[src/logic/uvoc_pkg.sv]
// Constants and types shared by the undervoltage / overcurrent fault register block
`default_nettype none

package uvoc_pkg;

  // ----------------------------------------------------------------
  // Command codes and the all-phase select value
  // ----------------------------------------------------------------
  localparam logic [7:0]  CMD_UV_LIMIT    = 8'h44;
  localparam logic [7:0]  CMD_UV_ACTION   = 8'h45;
  localparam logic [7:0]  CMD_OC_LIMIT    = 8'h46;
  localparam logic [7:0]  PHASE_ALL       = 8'hFF;

  // ----------------------------------------------------------------
  // Reset values (nonvolatile defaults) and the fixed OC exponent
  // ----------------------------------------------------------------
  localparam logic [15:0] UV_LIMIT_RESET  = 16'h0000;
  localparam logic [3:0]  UV_STEP_RESET   = 4'h0;
  localparam logic [7:0]  UV_ACTION_RESET = 8'h80;
  localparam logic [10:0] OC_MAN_RESET    = 11'h0A0;
  localparam logic [4:0]  OC_STEP_RESET   = 5'h14;
  localparam logic [4:0]  OC_EXP          = 5'h1E;

  // ----------------------------------------------------------------
  // Field positions of the response byte
  // ----------------------------------------------------------------
  localparam int          ACT_HI          = 7;
  localparam int          ACT_LO          = 6;
  localparam int          RETRY_HI        = 5;
  localparam int          RETRY_LO        = 3;
  localparam int          DLY_HI          = 2;
  localparam int          DLY_LO          = 0;

  // ----------------------------------------------------------------
  // Encodings and hardware steps
  // ----------------------------------------------------------------
  localparam logic [1:0]  ACT_CONTINUE    = 2'h0;
  localparam logic [1:0]  ACT_DELAYED     = 2'h1;
  localparam logic [1:0]  ACT_IMMEDIATE   = 2'h2;
  localparam logic [1:0]  ACT_INVALID     = 2'h3;
  localparam logic [2:0]  RETRY_NONE      = 3'h0;
  localparam logic [2:0]  RETRY_FOREVER   = 3'h7;
  localparam logic [2:0]  DLY_SHORT       = 3'h1;
  localparam logic [2:0]  DLY_MID         = 3'h3;
  localparam logic [2:0]  DLY_LONG        = 3'h7;
  localparam logic [9:0]  UV_BASE         = 10'h258;
  localparam logic [9:0]  UV_STEP         = 10'h019;
  localparam int          UV_STEPS        = 15;
  localparam logic [25:0] PERMILLE        = 26'h00003E8;
  localparam logic [10:0] OC_MAX_Q        = 11'h0F8;
  localparam logic [4:0]  OC_MIN_STEP     = 5'h04;
  localparam int          PHASES          = 4;

  typedef enum logic [2:0] {
    ST_OFF, ST_START, ST_RUN, ST_DELAY, ST_WAIT, ST_LATCH
  } uvoc_state_type;

endpackage : uvoc_pkg

`default_nettype wire

[src/logic/uvoc_fault_regs.sv]
// Undervoltage fault limit / response and overcurrent fault limit command logic
//
// Operation
// RULE_01: UV threshold stored as percentage, format-aware conversion
// RULE_02: UV steps 60% to 95% by 2.5%
// RULE_03: Off-step UV value rounds down
// RULE_04: Invalid writes flag status and alert host
// RULE_05: UV fault sets byte, word, vout bits
// RULE_06: Host alerted after UV status set
// RULE_07: Action field: continue, delayed, immediate off
// RULE_08: Retry zero latches off
// RULE_09: Retry 1-6: restart_wait_period, bounded restarts, latch
// RULE_10: Retry 7: restart forever until off/success
// RULE_11: Delay 0-1: one PWM period, one rise
// RULE_12: Delay 2-4: three periods, code times rise
// RULE_13: Delay 5-7: seven periods, code times rise
// RULE_14: OC limit linear word, exponent 11110b
// RULE_15: OC at most 62 A per phase
// RULE_16: Stack limit is smallest setting times phases
// RULE_17: OC fault requests separate response action
// RULE_18: OC hardware 8-62 A, 2 A, round up
// RULE_19: OC below 8 A applied as 8 A
// RULE_20: Restore rounds to nearest quarter ampere
// RULE_21: All-phase write divides by phase count
// RULE_22: All-phase read is phase 0 times count
// RULE_23: Single-phase access touches that phase only
// RULE_24: Restart counter clears on success or off
`default_nettype none

module uvoc_fault_regs (
  // Clock and reset
  input  wire logic             core_clk,
  input  wire logic             rst,
  // Command port from the management link engine
  input  wire logic             cmd_valid,
  input  wire logic             cmd_write,
  input  wire logic [7:0]       cmd_code,
  input  wire logic [15:0]      cmd_wdata,
  output logic                  rsp_valid,
  output logic      [15:0]      rsp_rdata,
  // Configuration from neighbouring command logic
  input  wire logic [7:0]       phase_select,
  input  wire logic [2:0]       phase_total,
  input  wire logic [15:0]      vout_command,
  input  wire logic             vout_relative,
  input  wire logic [15:0]      ton_rise_cycles,
  input  wire logic             operation_on,
  input  wire logic             nvm_restore,
  input  wire logic             status_clear,
  // Asynchronous pins
  input  wire logic             pwm_clk,
  input  wire logic             uv_trip,
  input  wire logic             startup_ok,
  input  wire logic             oc_trip,
  // Power stage control
  output logic                  regulator_enable,
  output logic      [3:0]       uv_step,
  output logic      [3:0][4:0]  oc_phase_step,
  output logic      [7:0]       stack_oc_step,
  output logic                  oc_response_request,
  // Status and alert
  output logic                  status_byte_other,
  output logic                  status_byte_cml,
  output logic                  status_word_vout,
  output logic                  status_undervoltage_fault_flag,
  output logic                  status_cml_data,
  output logic                  alert_out,
  output logic                  alert_oe
);
  import uvoc_pkg::*;

  // ----------------------------------------------------------------
  // Helpers
  // ----------------------------------------------------------------
  function automatic logic [3:0] uvoc_ones(input logic [14:0] v);
    logic [3:0] n;
    n = 4'h0;
    for (int i = 0; i < UV_STEPS; i++) begin
      n = n + 4'(v[i]);
    end
    return n;
  endfunction : uvoc_ones

  function automatic logic [10:0] uvoc_div(input logic [23:0] v, input logic [2:0] n);
    case (n)
      3'h2:    return 11'(v / 24'h000002);
      3'h3:    return 11'(v / 24'h000003);
      3'h4:    return 11'(v / 24'h000004);
      default: return 11'(v);
    endcase
  endfunction : uvoc_div

  // Quarter amperes to 2 A hardware code, rounded up, floored at 8 A
  function automatic logic [4:0] uvoc_hw_step(input logic [10:0] q);
    logic [11:0] t;
    t = 12'(q) + 12'h007; // RULE_18
    return (t[7:3] < OC_MIN_STEP) ? OC_MIN_STEP : t[7:3]; // RULE_19
  endfunction : uvoc_hw_step

  function automatic logic [2:0] uvoc_shut_len(input logic [2:0] c);
    if (c < 3'h2) return DLY_SHORT; // RULE_11
    else if (c < 3'h5) return DLY_MID; // RULE_12
    else return DLY_LONG; // RULE_13
  endfunction : uvoc_shut_len

  function automatic logic [2:0] uvoc_restart_wait_period(input logic [2:0] c);
    return (c < 3'h2) ? 3'h1 : c; // RULE_11
  endfunction : uvoc_restart_wait_period

  // ----------------------------------------------------------------
  // Pin synchronisers
  // ----------------------------------------------------------------
  logic [3:0] sync_meta;
  logic [3:0] sync_pin;
  logic       pwm_prev;
  logic       oc_prev;
  logic       pwm_edge;
  logic       uv_s;
  logic       start_s;
  logic       oc_s;

  always_ff @(posedge core_clk) begin
    if (rst) begin
      sync_meta <= 4'h0;
      sync_pin  <= 4'h0;
      pwm_prev  <= 1'b0;
      oc_prev   <= 1'b0;
    end else begin
      sync_meta <= {oc_trip, startup_ok, uv_trip, pwm_clk};
      sync_pin  <= sync_meta;
      pwm_prev  <= sync_pin[0];
      oc_prev   <= sync_pin[3];
    end
  end

  assign pwm_edge = sync_pin[0] & ~pwm_prev;
  assign uv_s     = sync_pin[1];
  assign start_s  = sync_pin[2];
  assign oc_s     = sync_pin[3];

  // ----------------------------------------------------------------
  // Write decode and value mapping
  // ----------------------------------------------------------------
  logic        wr;
  logic        all_ph;
  logic [1:0]  ph;
  logic [15:0] uv_limit;
  logic [7:0]  uv_action;
  logic [10:0] oc_man [PHASES];
  logic [25:0] uv_lhs;
  logic [25:0] uv_top;
  logic [14:0] uv_ge;
  logic        uv_ok;

  assign wr     = cmd_valid & cmd_write;
  assign all_ph = phase_select == PHASE_ALL;
  assign ph     = phase_select[1:0];
  // Relative format is taken as permille of the commanded output
  assign uv_lhs = vout_relative ? 26'(cmd_wdata) : 26'(cmd_wdata) * PERMILLE; // RULE_01

  for (genvar k = 0; k < UV_STEPS; k++) begin : g_uv
    localparam logic [25:0] PCT = 26'(UV_BASE) + 26'(k) * 26'(UV_STEP);
    logic [25:0] rhs;
    assign rhs      = vout_relative ? PCT : 26'(vout_command) * PCT; // RULE_02
    assign uv_ge[k] = uv_lhs >= rhs;
    if (k == UV_STEPS - 1) begin : g_top
      assign uv_top = rhs;
    end
  end

  assign uv_ok = uv_ge[0] & (uv_lhs <= uv_top); // RULE_04

  logic [5:0]  oc_shift;
  logic [4:0]  oc_nsh;
  logic [23:0] oc_man_w;
  logic [23:0] oc_q;
  logic [23:0] oc_half_w;
  logic        oc_rem;
  logic        oc_big;
  logic [10:0] oc_lim;
  logic [23:0] oc_ceil;
  logic [23:0] oc_near;
  logic        oc_ok;

  // Linear word converted to quarter amperes, keeping truncated, ceiling and nearest forms
  always_comb begin
    oc_shift  = {cmd_wdata[15], cmd_wdata[15:11]} + 6'h02;
    oc_nsh    = 5'(6'h00 - oc_shift);
    oc_man_w  = 24'(cmd_wdata[9:0]);
    oc_half_w = 24'h000000;
    oc_rem    = 1'b0;
    oc_big    = 1'b0;
    if (oc_shift[5]) begin
      oc_q      = oc_man_w >> oc_nsh;
      oc_rem    = (oc_q << oc_nsh) != oc_man_w;
      oc_half_w = oc_man_w >> (oc_nsh - 5'h01);
    end else begin
      oc_q   = oc_man_w << oc_shift[4:0];
      oc_big = (oc_shift[4:0] > 5'h09) & (|cmd_wdata[9:0]);
    end
    oc_lim  = all_ph ? 11'(OC_MAX_Q * 11'(phase_total)) : OC_MAX_Q; // RULE_15
    oc_ceil = oc_q + 24'(oc_rem);
    oc_near = oc_q + 24'(oc_half_w[0]); // RULE_20
    oc_ok   = ~cmd_wdata[10] & ~oc_big & (oc_ceil <= 24'(oc_lim));
  end

  // ----------------------------------------------------------------
  // Command registers
  // ----------------------------------------------------------------
  always_ff @(posedge core_clk) begin
    if (rst) begin
      uv_limit  <= UV_LIMIT_RESET;
      uv_step   <= UV_STEP_RESET;
      uv_action <= UV_ACTION_RESET;
    end else begin
      if (wr && cmd_code == CMD_UV_LIMIT && uv_ok) begin
        uv_limit <= cmd_wdata;
        uv_step  <= uvoc_ones(uv_ge) - 4'h1; // RULE_03
      end
      if (wr && cmd_code == CMD_UV_ACTION && cmd_wdata[ACT_HI:ACT_LO] != ACT_INVALID) begin
        uv_action <= cmd_wdata[7:0]; // RULE_07
      end
    end
  end

  for (genvar i = 0; i < PHASES; i++) begin : g_ph
    always_ff @(posedge core_clk) begin
      if (rst) begin
        oc_man[i]        <= OC_MAN_RESET;
        oc_phase_step[i] <= OC_STEP_RESET;
      end else if (wr && cmd_code == CMD_OC_LIMIT && oc_ok && all_ph) begin
        oc_man[i]        <= uvoc_div(oc_near, phase_total); // RULE_21
        oc_phase_step[i] <= uvoc_hw_step(uvoc_div(oc_ceil, phase_total));
      end else if (wr && cmd_code == CMD_OC_LIMIT && oc_ok && ph == 2'(i)) begin
        oc_man[i]        <= 11'(oc_near); // RULE_23
        oc_phase_step[i] <= uvoc_hw_step(11'(oc_ceil)); // RULE_18
      end else if (nvm_restore) begin
        oc_phase_step[i] <= uvoc_hw_step(oc_man[i]); // RULE_20
      end
    end

  end

  // ----------------------------------------------------------------
  // Read path and stack limit
  // ----------------------------------------------------------------
  logic [7:0] stack_min;

  always_comb begin
    stack_min = 8'(oc_phase_step[0]);
    for (int i = 1; i < PHASES; i++) begin
      if (3'(i) < phase_total && 8'(oc_phase_step[i]) < stack_min) begin
        stack_min = 8'(oc_phase_step[i]);
      end
    end
  end

  always_ff @(posedge core_clk) begin
    if (rst) begin
      rsp_valid     <= 1'b0;
      rsp_rdata     <= 16'h0000;
      stack_oc_step <= 8'h00;
    end else begin
      rsp_valid     <= cmd_valid & ~cmd_write;
      stack_oc_step <= 8'(stack_min * 8'(phase_total)); // RULE_16
      case (cmd_code)
        CMD_UV_LIMIT:  rsp_rdata <= uv_limit;
        CMD_UV_ACTION: rsp_rdata <= {8'h00, uv_action};
        CMD_OC_LIMIT:  rsp_rdata <= {OC_EXP, all_ph ? 11'(oc_man[0] * 11'(phase_total)) // RULE_22
                                                   : oc_man[ph]}; // RULE_14
        default:       rsp_rdata <= 16'h0000;
      endcase
    end
  end

  // ----------------------------------------------------------------
  // Status flags and alert
  // ----------------------------------------------------------------
  uvoc_state_type st;
  logic           uv_event;
  logic           inval;

  assign uv_event = (st == ST_RUN) & uv_s & operation_on;
  assign inval    = wr & ((cmd_code == CMD_UV_LIMIT && !uv_ok)
                    | (cmd_code == CMD_UV_ACTION && cmd_wdata[ACT_HI:ACT_LO] == ACT_INVALID)
                    | (cmd_code == CMD_OC_LIMIT && !oc_ok));

  // A new event beats a clear in the same cycle
  always_ff @(posedge core_clk) begin
    if (rst) begin
      status_byte_other   <= 1'b0;
      status_word_vout    <= 1'b0;
      status_undervoltage_fault_flag     <= 1'b0;
      status_cml_data     <= 1'b0;
      status_byte_cml     <= 1'b0;
      alert_oe            <= 1'b0;
      alert_out           <= 1'b0;
      oc_response_request <= 1'b0;
    end else begin
      status_byte_other   <= uv_event | (status_byte_other & ~status_clear); // RULE_05
      status_word_vout    <= uv_event | (status_word_vout & ~status_clear);
      status_undervoltage_fault_flag     <= uv_event | (status_undervoltage_fault_flag & ~status_clear);
      status_cml_data     <= inval | (status_cml_data & ~status_clear); // RULE_04
      status_byte_cml     <= inval | (status_byte_cml & ~status_clear);
      alert_oe            <= status_undervoltage_fault_flag | status_cml_data; // RULE_06
      alert_out           <= 1'b0;
      oc_response_request <= oc_s & ~oc_prev; // RULE_17
    end
  end

  // ----------------------------------------------------------------
  // Undervoltage response sequencer
  // ----------------------------------------------------------------
  logic [15:0] cnt;
  logic [2:0]  mult;
  logic [2:0]  attempts;
  logic [2:0]  retry;
  logic [2:0]  dcode;
  logic        can_retry;

  assign retry     = uv_action[RETRY_HI:RETRY_LO];
  assign dcode     = uv_action[DLY_HI:DLY_LO];
  assign can_retry = (retry == RETRY_FOREVER) // RULE_10
                   | (retry != RETRY_NONE && attempts < retry); // RULE_08 RULE_09

  always_ff @(posedge core_clk) begin
    if (rst) begin
      st               <= ST_OFF;
      cnt              <= 16'h0000;
      mult             <= 3'h0;
      attempts         <= 3'h0;
      regulator_enable <= 1'b0;
    end else if (!operation_on) begin
      st               <= ST_OFF;
      attempts         <= 3'h0; // RULE_24
      regulator_enable <= 1'b0;
    end else begin
      case (st)
        ST_OFF: begin
          st               <= ST_START;
          cnt              <= 16'h0000;
          regulator_enable <= 1'b1;
        end
        ST_START: begin
          if (start_s) begin
            st       <= ST_RUN;
            attempts <= 3'h0; // RULE_24
          end else if (cnt >= ton_rise_cycles) begin
            regulator_enable <= 1'b0;
            cnt              <= 16'h0000;
            mult             <= 3'h0;
            st               <= can_retry ? ST_WAIT : ST_LATCH; // RULE_09
          end else begin
            cnt <= cnt + 16'h0001;
          end
        end
        ST_RUN: begin
          if (uv_s && uv_action[ACT_HI:ACT_LO] == ACT_DELAYED) begin
            st  <= ST_DELAY; // RULE_07
            cnt <= 16'h0000;
          end else if (uv_s && uv_action[ACT_HI:ACT_LO] == ACT_IMMEDIATE) begin
            regulator_enable <= 1'b0; // RULE_07
            cnt              <= 16'h0000;
            mult             <= 3'h0;
            st               <= can_retry ? ST_WAIT : ST_LATCH; // RULE_08
          end
        end
        ST_DELAY: begin
          if (pwm_edge && cnt[2:0] == uvoc_shut_len(dcode) - 3'h1) begin
            regulator_enable <= 1'b0;
            cnt              <= 16'h0000;
            mult             <= 3'h0;
            st               <= can_retry ? ST_WAIT : ST_LATCH;
          end else if (pwm_edge) begin
            cnt <= cnt + 16'h0001;
          end
        end
        ST_WAIT: begin
          if (cnt >= ton_rise_cycles && mult == uvoc_restart_wait_period(dcode) - 3'h1) begin
            st               <= ST_START; // RULE_12 RULE_13
            cnt              <= 16'h0000;
            regulator_enable <= 1'b1;
            attempts         <= (attempts == 3'h7) ? attempts : attempts + 3'h1;
          end else if (cnt >= ton_rise_cycles) begin
            cnt  <= 16'h0000;
            mult <= mult + 3'h1;
          end else begin
            cnt <= cnt + 16'h0001;
          end
        end
        ST_LATCH: regulator_enable <= 1'b0;
        default:  st <= ST_OFF;
      endcase
    end
  end
endmodule : uvoc_fault_regs

`default_nettype wire

[config.mk]
export PLATFORM = sky130hd
export DESIGN_NAME = uvoc_fault_regs
export DESIGN_NICKNAME = d
export VERILOG_FILES = /design/src/logic/uvoc_pkg.sv /design/src/logic/uvoc_fault_regs.sv
export SDC_FILE = /design/constraint.sdc
export NUM_CORES = 2
export LEC_CHECK = 0
export ABC_AREA = 1
export BUFFER_PORTS_ARGS = -buffer_cell sky130_fd_sc_hd__buf_4
export CAP_MARGIN = 15
export CORE_ASPECT_RATIO = 1.75
export CORE_MARGIN = 3
export CORE_UTILIZATION = 48
export CTS_BUF_LIST = sky130_fd_sc_hd__clkbuf_4
export DETAILED_ROUTE_END_ITERATION = 12
export PLACE_DENSITY = 0.62
export SLEW_MARGIN = 0
export SYNTH_ARGS = -nofsm -noshare
export SYNTH_HDL_FRONTEND = slang
export SYNTH_SLANG_ARGS = --single-unit
[constraint.sdc]
create_clock -name core_clk -period 26.2 [get_ports core_clk]
set_clock_uncertainty 0.15 [all_clocks]
set_input_delay 5.24 -clock core_clk [delete_from_list [all_inputs] [get_ports core_clk]]
set_output_delay 5.24 -clock core_clk [all_outputs]
set_load 0.05 [all_outputs]
## Yosys cells after proc, flatten, opt, wreduce, memory -nomap -nowiden

Memory sizes are Yosys's and may differ from the RTL's.
Cells that the tools add are included.

| storage, ports and cells | value |
|---|---|
| bits in registers | 116 |
| bits in writable memories | 44 |
| input bits | 79 |
| output and inout bits | 58 |
| word-level logic and storage cells | 357 |
| memories | 1 |

Memories:

| memory | words | bits a word | rd ports | clocked after memory_dff | wr ports | line | text |
|---|---|---|---|---|---|---|---|
| oc_man | 4 | 11 | 5 | 0 | 4 | uvoc_fault_regs.sv:149 | `logic [10:0] oc_man [PHASES];` |

| operators by class | value |
|---|---|
| add/sub/neg operators | 31 |
| multiply operators | 19 |
| div/mod/pow operators | 2 |
| magnitude comparators | 34 |
| equality and inequality tests | 37 |
| shift-type cells | 4 |
| mux-type cells | 120 |
| bitwise gates (word level) | 41 |
| reductions and logical operators | 42 |

Operators with widths:

| cell | count |
|---|---|
| 2-to-1 mux 26 bit | 16 |
| >= comparator 26 bit | 15 |
| multiplier 16 x 10 -> 26 bit, second input constant | 7 |
| 2-to-1 mux 11 bit | 12 |
| 2-to-1 mux 16 bit | 7 |
| multiplier 16 x 9 -> 25 bit, second input constant | 4 |
| 2-to-1 mux 5 bit | 19 |
| case mux 16 bit (5 select lines) | 1 |
| 2-to-1 mux 3 bit | 22 |
| adder 24 x 1 -> 24 bit | 2 |
| adder 8 x 3 -> 8 bit, second input constant | 6 |
| divider 24 x 2 -> 24 bit, second input constant | 2 |
| multiplier 16 x 8 -> 24 bit, second input constant | 2 |
| case mux 16 bit (3 select lines) | 1 |
| multiplier 16 x 7 -> 23 bit, second input constant | 2 |
| adder 4 x 1 -> 4 bit | 11 |
| case mux 11 bit (3 select lines) | 1 |
| 2-to-1 mux 8 bit | 4 |
| 2-to-1 mux 1 bit | 31 |
| less-than comparator 5 x 3 -> 1 bit, second input constant | 6 |
| less-or-equal comparator 26 bit | 1 |
| equality test 8 x 7 -> 1 bit, second input constant | 3 |
| less-or-equal comparator 24 x 11 -> 1 bit | 1 |
| 2-to-1 mux 24 bit | 1 |
| other kinds (62) | 153 |

## Logic depth before layout (Yosys ltp)

| depth | value |
|---|---|
| depth in word-level cells | 18 |
| depth in mapped cells | 85 |
| gate-level depth less buffers | 83 |

## Worst setup path after synthesis

No wires, ideal clock.

| timing | value |
|---|---|
| kind | input -> register |
| from | input cmd_wdata[0] |
| to | register uv_step[1] |
| data arrival time | 14.585 ns |
| data required time | 25.934 ns |
| path slack | 11.348 ns |
| cell stages on the path | 44 |
| path buffers | 0 |
| cell sequence | fa_1 > inv_1 > fa_1 > fa_1 > inv_1 > fa_1 > ha_1 > inv_1 > o31ai_1 > and2_1 > nor2_1 > o21ai_0 > and2_1 > nor2_1 > o21ai_0 > and2_1 > o21ai_0 > nand2_1 > [... 8 more ...] > nor2_1 > nor3_1 > nor3_1 > ha_1 > a21o_1 > a21oi_1 > nor2_1 > a2111oi_0 > fa_1 > inv_1 > fa_1 > fa_1 > fa_1 > ha_1 > inv_1 > fa_1 > nand2_1 > o211a_1 |

| between the ends | value |
|---|---|
| cells in the longest elaborated chain, start to end | 18 |

RTL lines:

| item | line | text |
|---|---|---|
| start, declared | uvoc_fault_regs.sv:38 | `input wire logic [15:0] cmd_wdata,` |
| multiplier 16 x 7 -> 23 bit | uvoc_fault_regs.sv:159 | `assign uv_lhs = vout_relative ? 26'(cmd_wdata) : 26'(cmd_wdata) * PERMILLE;` |
| 2-to-1 mux 26 bit (*) | uvoc_fault_regs.sv:159 |  |
| >= comparator 26 bit | uvoc_fault_regs.sv:165 | `assign uv_ge[k] = uv_lhs >= rhs;` |
| adder 1 x 1 -> 2 bit | uvoc_fault_regs.sv:79 | `n = n + 4'(v[i]);` |
| adder 2 x 1 -> 3 bit | uvoc_fault_regs.sv:79 |  |
| adder 3 x 1 -> 4 bit | uvoc_fault_regs.sv:79 |  |
| adder 4 x 1 -> 4 bit (11 in a row) | uvoc_fault_regs.sv:79 |  |
| subtractor 4 x 1 -> 4 bit | uvoc_fault_regs.sv:218 | `uv_step <= uvoc_ones(uv_ge) - 4'h1;` |
| end signal, assigned | uvoc_fault_regs.sv:218 |  |
| end, declared | uvoc_fault_regs.sv:57 | `output logic [3:0] uv_step,` |

Mark *: on every way between the ends. The rest lies on a longest branch, timed or not.
A chain may end at the register's enable or synchronous reset.

## Worst setup path in the final report

| timing | value |
|---|---|
| from | input vout_command[6] |
| to | register uv_step[1] |

| between the ends | value |
|---|---|
| cells in the longest elaborated chain, start to end | 18 |

RTL lines:

| item | line | text |
|---|---|---|
| start, declared | uvoc_fault_regs.sv:44 | `input wire logic [15:0] vout_command,` |
| multiplier 16 x 7 -> 23 bit or multiplier 16 x 10 -> 26 bit (tied branches) | uvoc_fault_regs.sv:164 | `assign rhs = vout_relative ? PCT : 26'(vout_command) * PCT;` |
| 2-to-1 mux 26 bit | uvoc_fault_regs.sv:164 |  |
| >= comparator 26 bit | uvoc_fault_regs.sv:165 |  |
| adder 1 x 1 -> 2 bit | uvoc_fault_regs.sv:79 |  |
| adder 2 x 1 -> 3 bit | uvoc_fault_regs.sv:79 |  |
| adder 3 x 1 -> 4 bit | uvoc_fault_regs.sv:79 |  |
| adder 4 x 1 -> 4 bit (11 in a row) | uvoc_fault_regs.sv:79 |  |
| subtractor 4 x 1 -> 4 bit | uvoc_fault_regs.sv:218 |  |

Parallel ways exist; a longest one is shown, timed or not.

==> impl_metrics.py <==
metrics = {
    "worst_setup_path": {
        "slowest_delay_ns": 0.61,
        "rrSetupSlack_ns": 19.72,
        "crit_slowest_cell": "o21ai_0",
        "cpMostUsedCell": "inv_1",
        "cp-end-kind": "flip-flop",
        "worst_ep_required_time_ns": 26.73,
        "critical_path_class": "in -> reg",
        "start_kind": "input port",
        "critPathTopFamily": "adder cells",
        "cp_data_arrival_time_ns": 15.81,
        "path_max_fanout": 20,
        "crit_buf_inv": 11,
    },
    "drt": {
        "drt-initial-drc-count": 2736,
        "vias": 49800,
        "drc": 0,
        "avgRoutedWirePerCell_um": 23.2,
        "finalWirelength_um": 204000,
        "drtAntennaViolNets": 0,
        "firstDrtPassIters": 8,
        "via_per_inst": 5.66,
    },
    "global_routing": {
        "grt_pass1_wl_um": 303000,
        "grt_max_degree": 77,
        "grt_remaining_overflow": 0,
        "grt_usage": 0.345,
        "grt_pass1_vias": 49900,
        "antenna_found_initial": 8,
    },
    "synth": {
        "ys_seq_area_frac": 0.0664,
        "ys_async_sr_fraction": 0,
        "yosys.area.top_type": "ha_1",
        "syn_nets": 9077,
        "synthTopCellsByArea": "ha_1 (27%), fa_1 (23%), inv_1 (9.8%)",
        "yosysMostFrequentCell": "inv_1",
        "ys_warn_count": 0,
        "synth_cells": 7183,
        "ys_types": 74,
        "synth_edf_count": 44,
        "ys_ff_latch": 160,
        "synth_ff_type": "dfxtp_1",
        "synth_top_area_frac": 0.269,
        "syn_area_sq_mm": 0.0549,
        "synth_common_cells": "inv_1 (1,440), ha_1 (1,180), nand2_1 (972), a21oi_1 (680), fa_1 (635)",
        "synth_area_per_cell_sq_um": 7.64,
    },
    "sta": {
        "hold_viol": 0,
        "slew_viol_final": 0,
        "timing.fmax_mhz": 65.4,
        "fin_ws_ns": 10.92,
        "period_needed_ns": 15.28,
        "worst_slew_pin_slew_ns": 1.19,
        "rsz0062_at_grt": "no",
        "maxSlewHeadroom": 0.203,
        "setup_viol": 0,
        "fin_setup_tns_ns": 0,
        "period_share": 0.583,
    },
    "cts": {
        "cts_root_buf": "clkbuf_4",
        "post_cts_resized": 0,
        "clock_latency_ns": 0.75,
        "path_clk_slew_ns": 0.20,
        "postCtsHoldBufs": 0,
        "h-tree-depth": 4,
        "post_cts_buffers": 0,
        "cts_tree": "yes",
        "cts_buffers": 17,
        "clockBufferDepth": 2,
        "clkSinkCount": 160,
    },
    "power": {
        "pwr-share-seq": 0.042,
        "swShare": 0.601,
        "pwr_density_cell_mw_per_mm2": 113,
        "power_frac_clock": 0.026,
        "total_power_mw": 6.59,
        "peakVddDrop_mv": 0.228,
        "intPower_mw": 2.63,
        "p_leak_nw": 30.7,
        "pwr-share-comb": 0.932,
        "p_sw_mw": 3.96,
    },
    "place": {
        "io_buffers": 135,
        "pre_cts_ws_ns": 10.28,
        "post-dp-hpwl_um": 172000,
        "routabilityCongestion": 1.01,
        "dp.cells": 8767,
    },
    "worst_hold_path": {
        "hold_path.class": "reg -> reg",
    },
    "finish": {
        "layout.nets": 9195,
        "final_cells": 8804,
        "areaGrowthSynthToFinish_pct": 6.17,
        "final_layout_size_suffix_gt1_frac": 0.0551,
        "utilization": 0.515,
    },
    "die": {
        "die_h_um": 453,
        "initial_utilization": 0.485,
        "die_w_um": 262,
        "ios": 137,
        "coreArea_sq_mm": 0.113,
        "dieArea_sq_mm": 0.119,
        "rows": 163,
    },
    "run": {
        "drv_cap": 0,
    },
    "run_status": {
        "status": "completed",
    },
}
==> metrics by stage <==
step	hold WS [ns]	cell area [sq um]
5_1_grt	0.266	58300
2_1_floorplan	0.223	54900
6_report	0.253	58300
4_1_cts	0.257	58300
3_5_place_dp	0.233	58000
3_3_place_gp	0.226	57900
==> logic make-up (layout without fill, tap and decap cells) <==
kind of cell               count (synthesis)  after routing  share of synthesized area
other                                      1              6                  0.0000683
muxes                                      1              1                   0.000182
and+or+nand+nor                         2016           2016                      0.156
AOI/OAI and AO/OA                       1554           1554                      0.156
xor gates and xnor gates                  82             82                     0.0134
DFF                                      160            160                     0.0664
buffers and inverters                   1554           1685                      0.107
adders and majority gates               1815           1815                      0.500
==> worst paths after layout <==
check                                 startpoint                  end  cells after the start
worst min register to register           oc_prev  oc_response_request                      1
worst max-delay path             vout_command[6]           uv_step[1]                     52
worst min-delay path                     oc_prev  oc_response_request                      1
worst max register to register  oc_phase_step[1]     stack_oc_step[6]                     35
==> routing by layer <==
layer  share of wire  GRT usage
met1            0.34      0.343
met2            0.51      0.632
met3           0.044     0.0373
met4            0.11      0.297
met5        0.000034          0
==> state kept, by name, summed over array words and instances, names as in the netlist, 3 cells and up <==
register / count
attempts: 3
uv_limit: 16
uv_step: 4
cnt: 16
sync_meta: 4
oc_phase_step: 20
oc_man: 44
stack_oc_step: 8
uv_action: 8
mult: 3
rsp_rdata: 16
sync_pin: 4
st: 3
==> worst reg2reg max path: cells and delay by family (launching register included) <==
kind	cells	cell delay [ns]
compound gates	16	2.58
fa+ha+maj	6	1.86
buf+inv	6	0.42
flops	1	0.38
simple gates	7	1.00
==> power groups by stage <==
stage	clock [mW]	combinational (mW)	sequential [mW]
2_1_floorplan	0	4.33	0.300
3_3_place_gp	0	5.97	0.279
3_5_place_dp	0	6.06	0.279
4_1_cts	0.176	6.11	0.274
5_1_grt	0.184	7.01	0.275
6_report	0.173	6.15	0.274
==> placed cells by master, fill, tap and decap left out, drive strengths merged, types with 6 or more instances in the layout <==
cell and count:
and2 20, xnor2 29, o2111ai 14, nand4 42, a2111oi 6, clkbuf 17
o22ai 41, nor3 44, nand3 292, a211oi 28, clkinv 14, a221oi 7
nand3b 6, a21oi 688, o31ai 18, nor2 544, nand2 1011, inv 1455
or2 44, o21a 21, o211ai 40, edfxtp 44, a31oi 37, o221ai 10
ha 1180, fa 635, nor4 9, o21ai 579, dfxtp 116, o21bai 20
xor2 53, a21o 17, buf 198
==> final cells by class <==
class | count | area, sq um
Clock inverter | 15 | 196
Inverter | 1455 | 5470
Timing Repair Buffer | 198 | 1490
Sequential cell | 160 | 3640
Antenna cell | 5 | 12.5
Multi-Input combinational cell | 5469 | 45500
Fill cell | 11400 | 54900
Tap cell | 1485 | 1860
Clock buffer | 17 | 128
No activity file was read; power rests on OpenSTA's default activity.
